### src/srtc_defs.vh
/*
  srtc_defs.vh: offsets, field positions, reset values and timing counts
  for the serial real-time clock block.
  assumes: included by bare name from the design file; 25 MHz system clock.
*/
`ifndef SRTC_DEFS_VH
`define SRTC_DEFS_VH

// ---------------------------------------------------------------
// register map
// ---------------------------------------------------------------
`define SRTC_OFS_SECONDS 6'h00
`define SRTC_OFS_MINUTES 6'h01
`define SRTC_OFS_HOURS 6'h02
`define SRTC_OFS_WEEKDAY 6'h03
`define SRTC_OFS_MDAY 6'h04
`define SRTC_OFS_MONTH 6'h05
`define SRTC_OFS_YEAR 6'h06
`define SRTC_OFS_CONTROL 6'h07
`define SRTC_OFS_RAM_FIRST 6'h08
`define SRTC_OFS_RAM_LAST 6'h3f

// ---------------------------------------------------------------
// field positions and reset values
// ---------------------------------------------------------------
`define SRTC_SEC_HALT_BIT 7
`define SRTC_HR_12H_BIT 6
`define SRTC_HR_PM_BIT 5
`define SRTC_CTL_OUT_BIT 7
`define SRTC_CTL_OSF_BIT 5
`define SRTC_CTL_SQUARE_WAVE_ENABLE_BIT 4
`define SRTC_CTL_RESET 8'hb3
`define SRTC_CTL_WMASK 8'h93
`define SRTC_DEV_ADDR 7'h68

// ---------------------------------------------------------------
// timing
// ---------------------------------------------------------------
`define SRTC_CLK_HZ 25000000
`define SRTC_OSC_HZ 32768
`define SRTC_TIMEOUT_MS 35
`define SRTC_TIMEOUT_CYC (`SRTC_TIMEOUT_MS * (`SRTC_CLK_HZ / 1000))
`define SRTC_FIFO_DEPTH 16

`endif

### src/srtc_top.v
/*
  srtc_top.v: two-wire serial slave, timekeeping counters, control and
  user ram of a serial real-time clock, plus its write-data fifo.
  assumes: clk 25 MHz; scl/sda/osc_clk asynchronous pins, synchronised
  here; the bench resolves the open-drain sda from sda_oe.
*/
`timescale 1ns/100ps
`include "srtc_defs.vh"

// ---------------------------------------------------------------
// fifo
// ---------------------------------------------------------------
module srtc_fifo #(
  parameter WIDTH = 14,
  parameter DEPTH = 16,
  parameter AW = 4
) (
  input wire clk, // system clock
  input wire srst, // sync reset
  input wire ce, // clock enable
  input wire in_valid, // write request
  output wire in_ready, // room left
  input wire [WIDTH-1:0] in_data, // write word
  output wire out_valid, // word waiting
  input wire out_ready, // drain request
  output wire [WIDTH-1:0] out_data // head word
);
  reg [WIDTH-1:0] mem [0:DEPTH-1];
  reg [AW-1:0] wp;
  reg [AW-1:0] rp;
  reg [AW:0] cnt;
  wire push;
  wire pop;
  assign in_ready = (cnt != DEPTH[AW:0]);
  assign out_valid = (cnt != {(AW+1){1'b0}});
  assign out_data = mem[rp];
  assign push = in_valid & in_ready;
  assign pop = out_valid & out_ready;
  // pointers wrap naturally since depth is a power of two
  always @(posedge clk) begin
    if (srst) begin
      wp <= {AW{1'b0}};
      rp <= {AW{1'b0}};
      cnt <= {(AW+1){1'b0}};
    end else if (ce) begin
      if (push) begin
        mem[wp] <= in_data;
        wp <= wp + 1'b1;
      end
      if (pop)
        rp <= rp + 1'b1;
      if (push & ~pop)
        cnt <= cnt + 1'b1;
      else if (pop & ~push)
        cnt <= cnt - 1'b1;
    end
  end
endmodule // srtc_fifo

// ---------------------------------------------------------------
// top
// ---------------------------------------------------------------
module srtc_top #(
  parameter TIMEOUT_CYC = `SRTC_TIMEOUT_CYC
) (
  input wire clk, // system clock
  input wire srst, // sync reset
  input wire ce, // clock enable
  input wire osc_clk, // 32.768 khz oscillator
  input wire scl_in, // bus clock pin
  input wire sda_in, // bus data pin level
  output reg sda_out, // bus data drive value
  output reg sda_oe, // bus data pull enable
  output reg square_wave_pin, // square wave / level out
  output wire wr_fifo_full // write fifo back-pressure
);
  localparam ST_IDLE = 3'd0;
  localparam ST_ADDR = 3'd1;
  localparam ST_AACK = 3'd2;
  localparam ST_RX = 3'd3;
  localparam ST_RACK = 3'd4;
  localparam ST_TX = 3'd5;
  localparam ST_TACK = 3'd6;

  reg [7:0] regs [0:63];
  reg [7:0] snap [0:6];
  reg [2:0] scl_s;
  reg [2:0] sda_s;
  reg [2:0] osc_s;
  reg [2:0] state;
  reg [3:0] bitn;
  reg [7:0] shreg;
  reg [5:0] ptr;
  reg ptr_loaded;
  reg [31:0] tmo;
  reg [14:0] div;
  reg halted_q;
  reg seconds_wr;
  reg [7:0] txbyte;
  integer i;
  integer j;

  wire scl = scl_s[1];
  wire sda = sda_s[1];
  wire scl_rise = scl_s[1] & ~scl_s[2];
  wire scl_fall = ~scl_s[1] & scl_s[2];
  wire start_c = scl & scl_s[2] & sda_s[2] & ~sda;
  wire stop_c = scl & scl_s[2] & ~sda_s[2] & sda;
  wire osc_rise = osc_s[1] & ~osc_s[2];
  wire halted = regs[`SRTC_OFS_SECONDS][`SRTC_SEC_HALT_BIT];
  wire [5:0] ptr_nx = (ptr == `SRTC_OFS_RAM_LAST) ? 6'h00 : ptr + 6'h01;
  wire tick = ~halted & osc_rise & (div == 15'h7fff);

  // write fifo: {addr, data} from bus to register commit
  wire fifo_in_valid;
  wire fifo_in_ready;
  wire fifo_out_valid;
  wire [13:0] fifo_out_data;
  wire fifo_drain = ~tick; // writes stall for the tick cycle
  assign wr_fifo_full = ~fifo_in_ready;
  srtc_fifo #(.WIDTH(14), .DEPTH(`SRTC_FIFO_DEPTH), .AW(4)) u_fifo (
    .clk(clk),
    .srst(srst),
    .ce(ce),
    .in_valid(fifo_in_valid),
    .in_ready(fifo_in_ready),
    .in_data({ptr, shreg}),
    .out_valid(fifo_out_valid),
    .out_ready(fifo_drain),
    .out_data(fifo_out_data)
  );
  // byte queued when the ack pulse starts
  assign fifo_in_valid = (state == ST_RACK) && scl_rise && ptr_loaded && ~start_c;

  // bcd increment with wrap to a floor value
  function [7:0] bcd_inc;
    input [7:0] v;
    input [7:0] maxv;
    input [7:0] minv;
    begin
      if (v >= maxv)
        bcd_inc = minv;
      else if (v[3:0] >= 4'h9)
        bcd_inc = {v[7:4] + 4'h1, 4'h0};
      else
        bcd_inc = {v[7:4], v[3:0] + 4'h1};
    end
  endfunction

  // last day of month in bcd, leap year every fourth year
  function [7:0] month_end;
    input [7:0] mon;
    input [7:0] yr;
    begin
      if (mon == 8'h02)
        month_end = ((yr[4] ? (yr[3:0] == 4'h2 || yr[3:0] == 4'h6) :
          (yr[3:0] == 4'h0 || yr[3:0] == 4'h4 || yr[3:0] == 4'h8))) ? 8'h29 : 8'h28;
      else if (mon == 8'h04 || mon == 8'h06 || mon == 8'h09 || mon == 8'h11)
        month_end = 8'h30;
      else
        month_end = 8'h31;
    end
  endfunction

  // masks fixed-zero bits of a write
  function [7:0] wmask;
    input [5:0] a;
    begin
      if (a == `SRTC_OFS_MINUTES)
        wmask = 8'h7f;
      else if (a == `SRTC_OFS_HOURS)
        wmask = 8'h7f;
      else if (a == `SRTC_OFS_WEEKDAY)
        wmask = 8'h07;
      else if (a == `SRTC_OFS_MDAY)
        wmask = 8'h3f;
      else if (a == `SRTC_OFS_MONTH)
        wmask = 8'h1f;
      else if (a == `SRTC_OFS_CONTROL)
        wmask = `SRTC_CTL_WMASK;
      else
        wmask = 8'hff;
    end
  endfunction

  // next hour in each format; format and pm flags are spliced back on commit
  wire [7:0] hr12_nx = bcd_inc({3'b000, regs[2][4:0]}, 8'h12, 8'h01);
  wire [7:0] hr24_nx = bcd_inc({2'b00, regs[2][5:0]}, 8'h23, 8'h00);

  // pin synchronisers; only stage 1 and 2 feed logic
  always @(posedge clk) begin
    if (srst) begin
      scl_s <= 3'b111;
      sda_s <= 3'b111;
      osc_s <= 3'b000;
    end else if (ce) begin
      scl_s <= {scl_s[1:0], scl_in};
      sda_s <= {sda_s[1:0], sda_in};
      osc_s <= {osc_s[1:0], osc_clk};
    end
  end

  // read byte source: snapshot for time, live for control and ram
  always @* begin
    if (ptr <= `SRTC_OFS_YEAR)
      txbyte = snap[ptr[2:0]];
    else
      txbyte = regs[ptr];
  end

  // serial slave engine
  always @(posedge clk) begin
    if (srst) begin
      state <= ST_IDLE;
      bitn <= 4'd0;
      shreg <= 8'h00;
      ptr <= 6'h00;
      ptr_loaded <= 1'b0;
      sda_out <= 1'b0;
      sda_oe <= 1'b0;
      tmo <= 32'd0;
    end else if (ce) begin
      if (scl || state == ST_IDLE)
        tmo <= 32'd0;
      else
        tmo <= tmo + 32'd1;
      if (start_c) begin
        state <= ST_ADDR;
        bitn <= 4'd0;
        sda_oe <= 1'b0;
      end else if (stop_c || tmo >= TIMEOUT_CYC) begin
        state <= ST_IDLE;
        sda_oe <= 1'b0;
      end else begin
        case (state)
          ST_ADDR, ST_RX: begin
            if (scl_rise) begin
              shreg <= {shreg[6:0], sda};
              bitn <= bitn + 4'd1;
            end else if (scl_fall && bitn == 4'd8) begin
              bitn <= 4'd0;
              if (state == ST_ADDR && shreg[7:1] != `SRTC_DEV_ADDR) begin
                state <= ST_IDLE;
              end else begin
                sda_oe <= 1'b1;
                state <= (state == ST_ADDR) ? ST_AACK : ST_RACK;
              end
            end
          end
          ST_AACK: begin
            if (scl_fall) begin
              ptr_loaded <= 1'b0;
              if (shreg[0]) begin
                state <= ST_TX;
                sda_oe <= ~txbyte[7];
                shreg <= {txbyte[6:0], 1'b0};
                bitn <= 4'd1;
              end else begin
                sda_oe <= 1'b0;
                state <= ST_RX;
              end
            end
          end
          ST_RACK: begin
            if (scl_fall) begin
              sda_oe <= 1'b0;
              state <= ST_RX;
              if (~ptr_loaded) begin
                ptr <= shreg[5:0];
                ptr_loaded <= 1'b1;
              end else begin
                ptr <= ptr_nx;
              end
            end
          end
          ST_TX: begin
            if (scl_fall) begin
              if (bitn == 4'd8) begin
                sda_oe <= 1'b0;
                state <= ST_TACK;
                ptr <= ptr_nx;
              end else begin
                sda_oe <= ~shreg[7];
                shreg <= {shreg[6:0], 1'b0};
                bitn <= bitn + 4'd1;
              end
            end
          end
          ST_TACK: begin
            if (scl_rise) begin
              shreg[0] <= sda;
            end else if (scl_fall) begin
              if (shreg[0]) begin
                state <= ST_IDLE;
              end else begin
                state <= ST_TX;
                sda_oe <= ~txbyte[7];
                shreg <= {txbyte[6:0], 1'b0};
                bitn <= 4'd1;
              end
            end
          end
          default: state <= ST_IDLE;
        endcase
      end
    end
  end

  // snapshot on start, stop and pointer wrap to zero
  always @(posedge clk) begin
    if (srst) begin
      for (j = 0; j < 7; j = j + 1)
        snap[j] <= 8'h00;
    end else if (ce) begin
      if (start_c || stop_c || (scl_fall && ptr_nx == 6'h00 &&
          ((state == ST_TX && bitn == 4'd8) || (state == ST_RACK && ptr_loaded)))) begin
        for (j = 0; j < 7; j = j + 1)
          snap[j] <= regs[j];
      end
    end
  end

  // timekeeping, sub-second divider and register commits
  always @(posedge clk) begin
    if (srst) begin
      for (i = 0; i < 64; i = i + 1)
        regs[i] <= 8'h00;
      regs[`SRTC_OFS_SECONDS] <= 8'h80;
      regs[`SRTC_OFS_WEEKDAY] <= 8'h01;
      regs[`SRTC_OFS_MDAY] <= 8'h01;
      regs[`SRTC_OFS_MONTH] <= 8'h01;
      regs[`SRTC_OFS_CONTROL] <= `SRTC_CTL_RESET;
      div <= 15'h0000;
      halted_q <= 1'b1;
      seconds_wr <= 1'b0;
    end else if (ce) begin
      halted_q <= halted;
      seconds_wr <= 1'b0;
      if (halted)
        div <= 15'h0000;
      else if (osc_rise)
        div <= div + 15'h0001;
      if (tick) begin
        regs[0] <= bcd_inc(regs[0], 8'h59, 8'h00);
        if (regs[0] == 8'h59) begin
          regs[1] <= bcd_inc(regs[1], 8'h59, 8'h00);
          if (regs[1] == 8'h59) begin
            if (regs[2][`SRTC_HR_12H_BIT]) begin
              if (regs[2][4:0] == 5'h12)
                regs[2] <= {regs[2][7:5], 5'h01};
              else if (regs[2][4:0] == 5'h11)
                regs[2] <= {regs[2][7:6], ~regs[2][5], 5'h12};
              else
                regs[2] <= {regs[2][7:5], hr12_nx[4:0]}; // keeps format and pm
            end else begin
              regs[2] <= {2'b00, hr24_nx[5:0]};
            end
            if ((regs[2][6] && regs[2][5:0] == 6'h31) ||
                (~regs[2][6] && regs[2][5:0] == 6'h23)) begin
              regs[3] <= bcd_inc(regs[3], 8'h07, 8'h01);
              regs[4] <= bcd_inc(regs[4], month_end(regs[5], regs[6]), 8'h01);
              if (regs[4] >= month_end(regs[5], regs[6])) begin
                regs[5] <= bcd_inc(regs[5], 8'h12, 8'h01);
                if (regs[5] == 8'h12)
                  regs[6] <= bcd_inc(regs[6], 8'h99, 8'h00);
              end
            end
          end
        end
      end else if (fifo_out_valid) begin
        if (fifo_out_data[13:8] == `SRTC_OFS_CONTROL) begin
          // stop flag may only be cleared by software
          regs[7] <= (fifo_out_data[7:0] & `SRTC_CTL_WMASK) |
            (regs[7] & fifo_out_data[7:0] & 8'h20);
        end else begin
          regs[fifo_out_data[13:8]] <= fifo_out_data[7:0] & wmask(fifo_out_data[13:8]);
        end
        if (fifo_out_data[13:8] == `SRTC_OFS_SECONDS) begin
          div <= 15'h0000;
          seconds_wr <= 1'b1;
        end
      end
      // set wins over a clear landing in the same cycle
      if (halted && !halted_q)
        regs[7][`SRTC_CTL_OSF_BIT] <= 1'b1;
    end
  end

  // square-wave output; bit 14 of the divider is high from 500ms on
  always @(posedge clk) begin
    if (srst) begin
      square_wave_pin <= 1'b1;
    end else if (ce) begin
      if (!regs[7][`SRTC_CTL_SQUARE_WAVE_ENABLE_BIT])
        square_wave_pin <= regs[7][`SRTC_CTL_OUT_BIT];
      else if (halted)
        square_wave_pin <= 1'b0;
      else begin
        case (regs[7][1:0])
          2'b00: square_wave_pin <= div[14];
          2'b01: square_wave_pin <= div[2];
          2'b10: square_wave_pin <= div[1];
          default: square_wave_pin <= osc_s[1];
        endcase
      end
    end
  end
endmodule // srtc_top

### config.mk
export PLATFORM = sky130hd
export DESIGN_NAME = srtc_top
export DESIGN_NICKNAME = d
export VERILOG_FILES = /design/src/srtc_top.v
export VERILOG_INCLUDE_DIRS = /design/src
export SDC_FILE = /design/constraint.sdc
export NUM_CORES = 1
export LEC_CHECK = 0
export ABC_AREA = 1
export BUFFER_PORTS_ARGS = -buffer_cell sky130_fd_sc_hd__buf_2
export CELL_PAD_IN_SITES_DETAIL_PLACEMENT = 0
export CELL_PAD_IN_SITES_GLOBAL_PLACEMENT = 1
export CORE_MARGIN = 2
export CORE_UTILIZATION = 35
export CTS_CLUSTER_DIAMETER = 120
export DETAILED_ROUTE_END_ITERATION = 12
export PLACE_DENSITY = 0.62
export SYNTH_ARGS = -nofsm -noshare
export SYNTH_HDL_FRONTEND = slang
export SYNTH_SLANG_ARGS = --single-unit
### constraint.sdc
create_clock -name clk -period 7.1 [get_ports clk]
set_input_delay 0.71 -clock clk [delete_from_list [all_inputs] [get_ports clk]]
set_output_delay 0.71 -clock clk [all_outputs]
set_load 0.01 [all_outputs]
Word-level counts from Yosys, hierarchy flattened
Memory sizes are Yosys's and may differ from the RTL's. A register that Yosys moved wholly into a read port is not among the register bits.
Cells that the tools add are included.
{"block": "word_totals", "memories": 3, "elab_cells": 497, "romBits": 0, "output_inout_bits": 4, "latchBits": 0, "in_bits": 6, "ff_bits": 94, "ram_bits": 792}
{"memory": "regs", "words": 64, "width": 8, "read_ports": 9, "rd_ports_with_merged_regs": 1, "write_ports": 64, "line": "srtc_top.v:85", "text": "reg [7:0] regs [0:63];"}
{"memory": "u_fifo.mem", "words": 16, "width": 14, "read_ports": 1, "rd_ports_with_merged_regs": 1, "write_ports": 1, "line": "srtc_top.v:28", "text": "reg [WIDTH-1:0] mem [0:DEPTH-1];"}
{"memory": "snap", "words": 7, "width": 8, "read_ports": 1, "rd_ports_with_merged_regs": 1, "write_ports": 7, "line": "srtc_top.v:86", "text": "reg [7:0] snap [0:6];"}
{"block": "classes", "n_mux": 266, "n_reduce_logical": 49, "div": 0, "shifts": 0, "addsub": 23, "magnitude_cmp": 17, "eq_ne": 65, "bitwise_logic": 57, "n_mul": 0}
{"operator": "two-way mux 8 bit", "count": 95}
{"operator": "two-way mux 1 bit", "count": 114}
{"operator": "two-way mux 15 bit", "count": 5}
{"operator": "adder 4 x 1 -> 4 bit, second input constant", "count": 16}
{"operator": "two-way mux 6 bit", "count": 10}
{"operator": "two-way mux 4 bit", "count": 13}
{"operator": "two-way mux 3 bit", "count": 16}
{"operator": "inequality test 4 bit, second input constant", "count": 11}
{"operator": "adder 32 x 1 -> 32 bit, second input constant", "count": 1}
{"operator": ">= comparator 32 x 20 -> 1 bit, second input constant", "count": 1}
{"operator": "two-way mux 32 bit", "count": 1}
{"operator": "one-hot mux 8 bit (4 select lines)", "count": 1}
{"operator": ">= comparator 4 bit, second input constant", "count": 7}
{"operator": "inequality test 3 bit, second input constant", "count": 8}
{"operator": "bitwise OR 1 bit", "count": 24}
{"operator": "inequality test 2 bit, second input constant", "count": 11}
{"operator": "AND reduction 11 bit", "count": 2}
{"operator": "two-way mux 5 bit", "count": 4}
{"operator": "equality test 6 x 3 -> 1 bit, second input constant", "count": 3}
{"operator": "equality test 6 bit, second input constant", "count": 3}
{"operator": "AND reduction 9 bit", "count": 2}
{"operator": "equality test 8 x 3 -> 1 bit, second input constant", "count": 2}
{"operator": "equality test 8 x 5 -> 1 bit, second input constant", "count": 2}
{"operator": "equality test 8 x 7 -> 1 bit, second input constant", "count": 2}
{"operator": "other kinds (59)", "count": 123}

Depth between registers and ports, before layout
An unclocked memory read counts as a cell.
{"block": "logic_depth", "ltp_word": 23, "depth_mapped": 22, "mapped_depth_nobuf": 22}

Cells and area by module
From an unflattened synthesis, not the netlist that was laid out.
{"block": "hier_totals", "hier_cells": 4645, "hier_area_um2": 42777.3}
{"mod": "srtc_top", "seq_area_each_um2": 18758.0, "cells_per_inst": 3576, "n_inst": 1, "area_each_um2": 32115.8}
{"mod": "srtc_fifo", "seq_area_each_um2": 7066.8, "cells_per_inst": 1069, "n_inst": 1, "area_each_um2": 10661.5}

Worst setup path after synthesis
No wires, ideal clock.
{"block": "synth_path", "path_kind": "input to register", "from": "in srst", "to": "mem snap[0][0], enable pin", "setup_ns": 0.636, "arrival_time_ns": 2.603, "required_ns": 6.464, "cell_stages": 5, "path_buffers": 3, "slack_ns": 3.861, "path_cell_list": "inv_1 > clkbuf_1 > clkbuf_1 > clkbuf_1 > nand2_1"}
{"item": "start: declaration", "line": "srtc_top.v:67", "text": "input wire srst,"}
{"item": "end: declaration", "line": "srtc_top.v:86"}

==> flow_metrics.py <==
metrics = {
    "route": {
        "drc_errors": 0,
        "ant_nets": 0,
        "routed_via_density": 5.222,
        "first_iter_violations": 3131,
        "wl_mm": 131.9,
        "first_pass_iters": 5,
        "via_count": 31641,
        "wl_per_cell_um": 21.76,
    },
    "worst_setup_path": {
        "end_kind": "flop",
        "worst-path-buf-inv": 3,
        "arrival_ns": 5.27,
        "slowest_stage": "nor2_2",
        "cpPeakStageDelay_ns": 0.84,
        "crit_chain": "inv_2 -> buf_4 -> nor2_1 -> nor2_1 -> o21ai_1 -> nand3_1 -> nand3_1 -> nand2_2 -> nand2_1 -> inv_1 -> nand3_2 -> nand3_2 -> nor2_2 -> nand2_2 -> nand2_1",
        "cp-start-kind": "flop",
        "r2r_end": "regs[54][3]",
        "crit_family": "simple AND/OR/NAND/NOR gates",
        "crit_fanout": 55,
        "worst-endpoint-required_ns": 7.43,
        "crit_end": "regs[54][3]",
        "crit_type": "flop to flop",
        "crit_cells": 15,
        "reg2reg_depth": 15,
        "r2r_slack_ns": 2.16,
    },
    "place": {
        "hpwlAfterDp_mm": 82.39,
        "port_buffers": 8,
        "placed_cell_area_sq_um": 43810,
        "pre_cts_ws_ns": 2.173,
        "dp_cells": 5874,
        "place_congestion": 0.8629,
    },
    "power": {
        "p_leak_nw": 17.67,
        "switching_share_pct": 34.24,
        "internal_power_mw": 9.782,
        "powerDensity_nw_per_um2": 315.2,
        "p_comb_share_pct": 22.1,
        "pwr-share-seq_pct": 41.8,
        "peakVddDrop_mv": 0.2404,
        "p_clk_share_pct": 36.1,
        "switchingPower_mw": 5.092,
    },
    "cells_and_area": {
        "postLayoutCellArea_sq_um": 47190,
        "multi_input_area_sq_um": 14510,
        "final_core_util_pct": 39.34,
        "layout-drive-gt1-share_pct": 7.377,
        "num-nets-final": 4431,
        "n_fill_cell": 11889,
        "seq_area_sq_um": 25840,
        "final_cells": 6059,
        "area_growth_syn_to_layout_pct": 11.57,
    },
    "sta": {
        "drv_slew": 0,
        "tns_ns": 0,
        "final_hold_viol_count": 0,
        "fin_ws_ns": 2.164,
        "worst_pin_slew_ns": 1.131,
        "final-setup-viol-count": 0,
        "maxClockFrequency_mhz": 202.6,
        "skew_ns": 0.03509,
        "period_needed_ns": 4.936,
        "rsz0062_at_grt": "false",
        "finalCritPeriodShare_pct": 69.52,
        "relSlewSlack_pct": 24.57,
    },
    "floorplanning": {
        "die-area_sq_um": 123700,
        "start_util_pct": 35.26,
        "die_y_um": 351.6,
        "std_cell_rows": 127,
        "boundaryPins": 10,
        "die_w_um": 351.6,
        "core-area_sq_um": 120000,
    },
    "logic_synthesis": {
        "ys_ff_latch": 896,
        "yosysTopAreaCellShare_pct": 55.94,
        "synth_area_per_cell_sq_um": 9.535,
        "synth.area.top_cells": "edfxtp_1, nor2_1, nand2_1, dfxtp_1, o21ai_0",
        "synthArstFlopShare_pct": 0,
        "yosysUniqueCellTypes": 56,
        "ys_seq_area_share_pct": 61.05,
        "ys.flop_type": "edfxtp_1",
        "yosysTopAreaCell": "edfxtp_1",
        "synth_cells": 4436,
        "synth_edf_count": 788,
        "yosysMostFrequentCell": "nor2_1",
        "yosysWarnings": 0,
        "synth_area_sq_um": 42300,
        "netlist_top_cells_count": "nor2_1, edfxtp_1, nand2_1",
    },
    "global_routing": {
        "grt_overflow": 0,
        "grt_pass1_wl_mm": 197.9,
        "grt_use_total_pct": 21.19,
        "first_global_vias": 30724,
        "antenna_found_initial": 1,
        "grt_max_degree": 200,
    },
    "cts": {
        "h-tree-depth": 3,
        "path_clk_slew_ns": 0.06,
        "cts_resized": 0,
        "cts_buffer_depth": 3,
        "cts-buffers-inserted": 97,
        "insertion_delay_ns": 0.70,
        "clockRootBuffer": "clkbuf_16",
        "postCtsSetupRepairBufs": 0,
        "cts_tree": "done",
        "clkSinkCount": 896,
        "postCtsHoldBufs": 0,
    },
    "job": {
        "drv_cap": 0,
    },
    "outcome": {
        "status": "completed",
    },
    "worst_hold_path": {
        "hold_class": "primary input to flop",
    },
}
layout by cell type (no fill, tap or decap), types with 4 or more instances in the layout:
cell type,synthesis,layout
a31oi_1,20,20
inv_1,228,227
nand2_1,670,668
clkbuf_16,0,100
nor2_2,12,11
ha_1,63,63
nand4_1,39,39
nand3_2,4,5
inv_2,17,17
buf_2,61,8
inv_6,0,5
nand3_1,239,236
clkinv_1,6,23
edfxtp_1,788,788
clkinv_2,0,22
clkinv_4,0,6
clkinvlp_4,0,6
conb_1,1,9
xnor2_1,16,16
nand2_2,41,42
a21oi_1,137,137
a211oi_1,8,8
o221ai_1,21,21
bufinv_16,0,14
o21a_1,4,4
o211ai_1,33,33
clkbuf_8,0,5
o22ai_1,125,125
dfxtp_1,108,103
nor2_1,1033,1033
clkbuf_1,149,6
nor3_1,42,42
o21ai_1,25,25
nor4_1,18,18
o21ai_0,425,425
xor2_1,25,25
nor2_4,4,5
buf_4,8,55
cell type report:
cell class,count,area share [%]
inverter,251,2.031
timing repair buffer,65,1.045
clock buffer,111,5.496
multi-input combinational,3050,30.74
antenna,1,0.005302
clock inverter,73,1.662
sequential,896,54.75
tap,1612,4.274
cells by family after synthesis:
logic type	Yosys count	synth area share [%]
flops	896	61.05
compound gates	814	10.65
xor+xnor	41	0.8489
simple gates	2122	20.69
buf+inv	498	4.830
other cells	1	0.008865
fa+ha+maj	64	1.911
power by group through the flow:
stage	clock network, mW	registers (mW)	logic [mW]
floorplan	0	6.19	2.06
global placement	0	6.33	3.30
detailed placement	0	6.33	3.30
CTS	5.46	6.22	3.30
global route	5.66	6.25	3.56
finish	5.37	6.22	3.29
layer usage:
layer	GRT usage [%]	up-vias	wire length, um
met2	33.64	861	60660
met1	30.42	15485	61210
met3	2.980	149	7411
li1	-	15146	-
met4	5.442	0	2594
met5	0	-	0
worst min-delay path, stage by stage:
cell     delay, ns
buf_2         0.08
nand2_1       0.04
nand3_1       0.07
sequential cells by signal, summed over array words and instances, names as in the netlist, 3 cells and up, named ones only:
register	cells
snap	56
shreg	8
scl_s	3
regs	512
bitn	4
osc_s	3
u_fifo.rp	4
u_fifo.wp	4
div	15
u_fifo.cnt	5
state	3
u_fifo.mem	224
ptr	6
sda_s	3
tmo	32
stage by stage:
step | hold WS, ns | power, mW
after CTS | 0.2268 | 14.98
after floorplan | 0.4223 | 8.249
after global routing | 0.2585 | 15.46
after detailed placement | 0.4465 | 9.622
after global placement | 0.4342 | 9.628
final | 0.2631 | 14.87
worst min-delay path by stage:
| stage | endpoint | cells after the start | from | slack [ns] |
|---|---|---|---|---|
| after floorplan | halted_q | 2 | halted_q | 0.42 |
| after global placement | halted_q | 2 | halted_q | 0.43 |
| after detailed placement | halted_q | 2 | halted_q | 0.45 |
| after CTS | scl_s[0] | 3 | scl_in | 0.23 |
| after global routing | scl_s[0] | 3 | scl_in | 0.26 |
| final | scl_s[0] | 3 | scl_in | 0.26 |
Power figures use the tool's default switching activity.
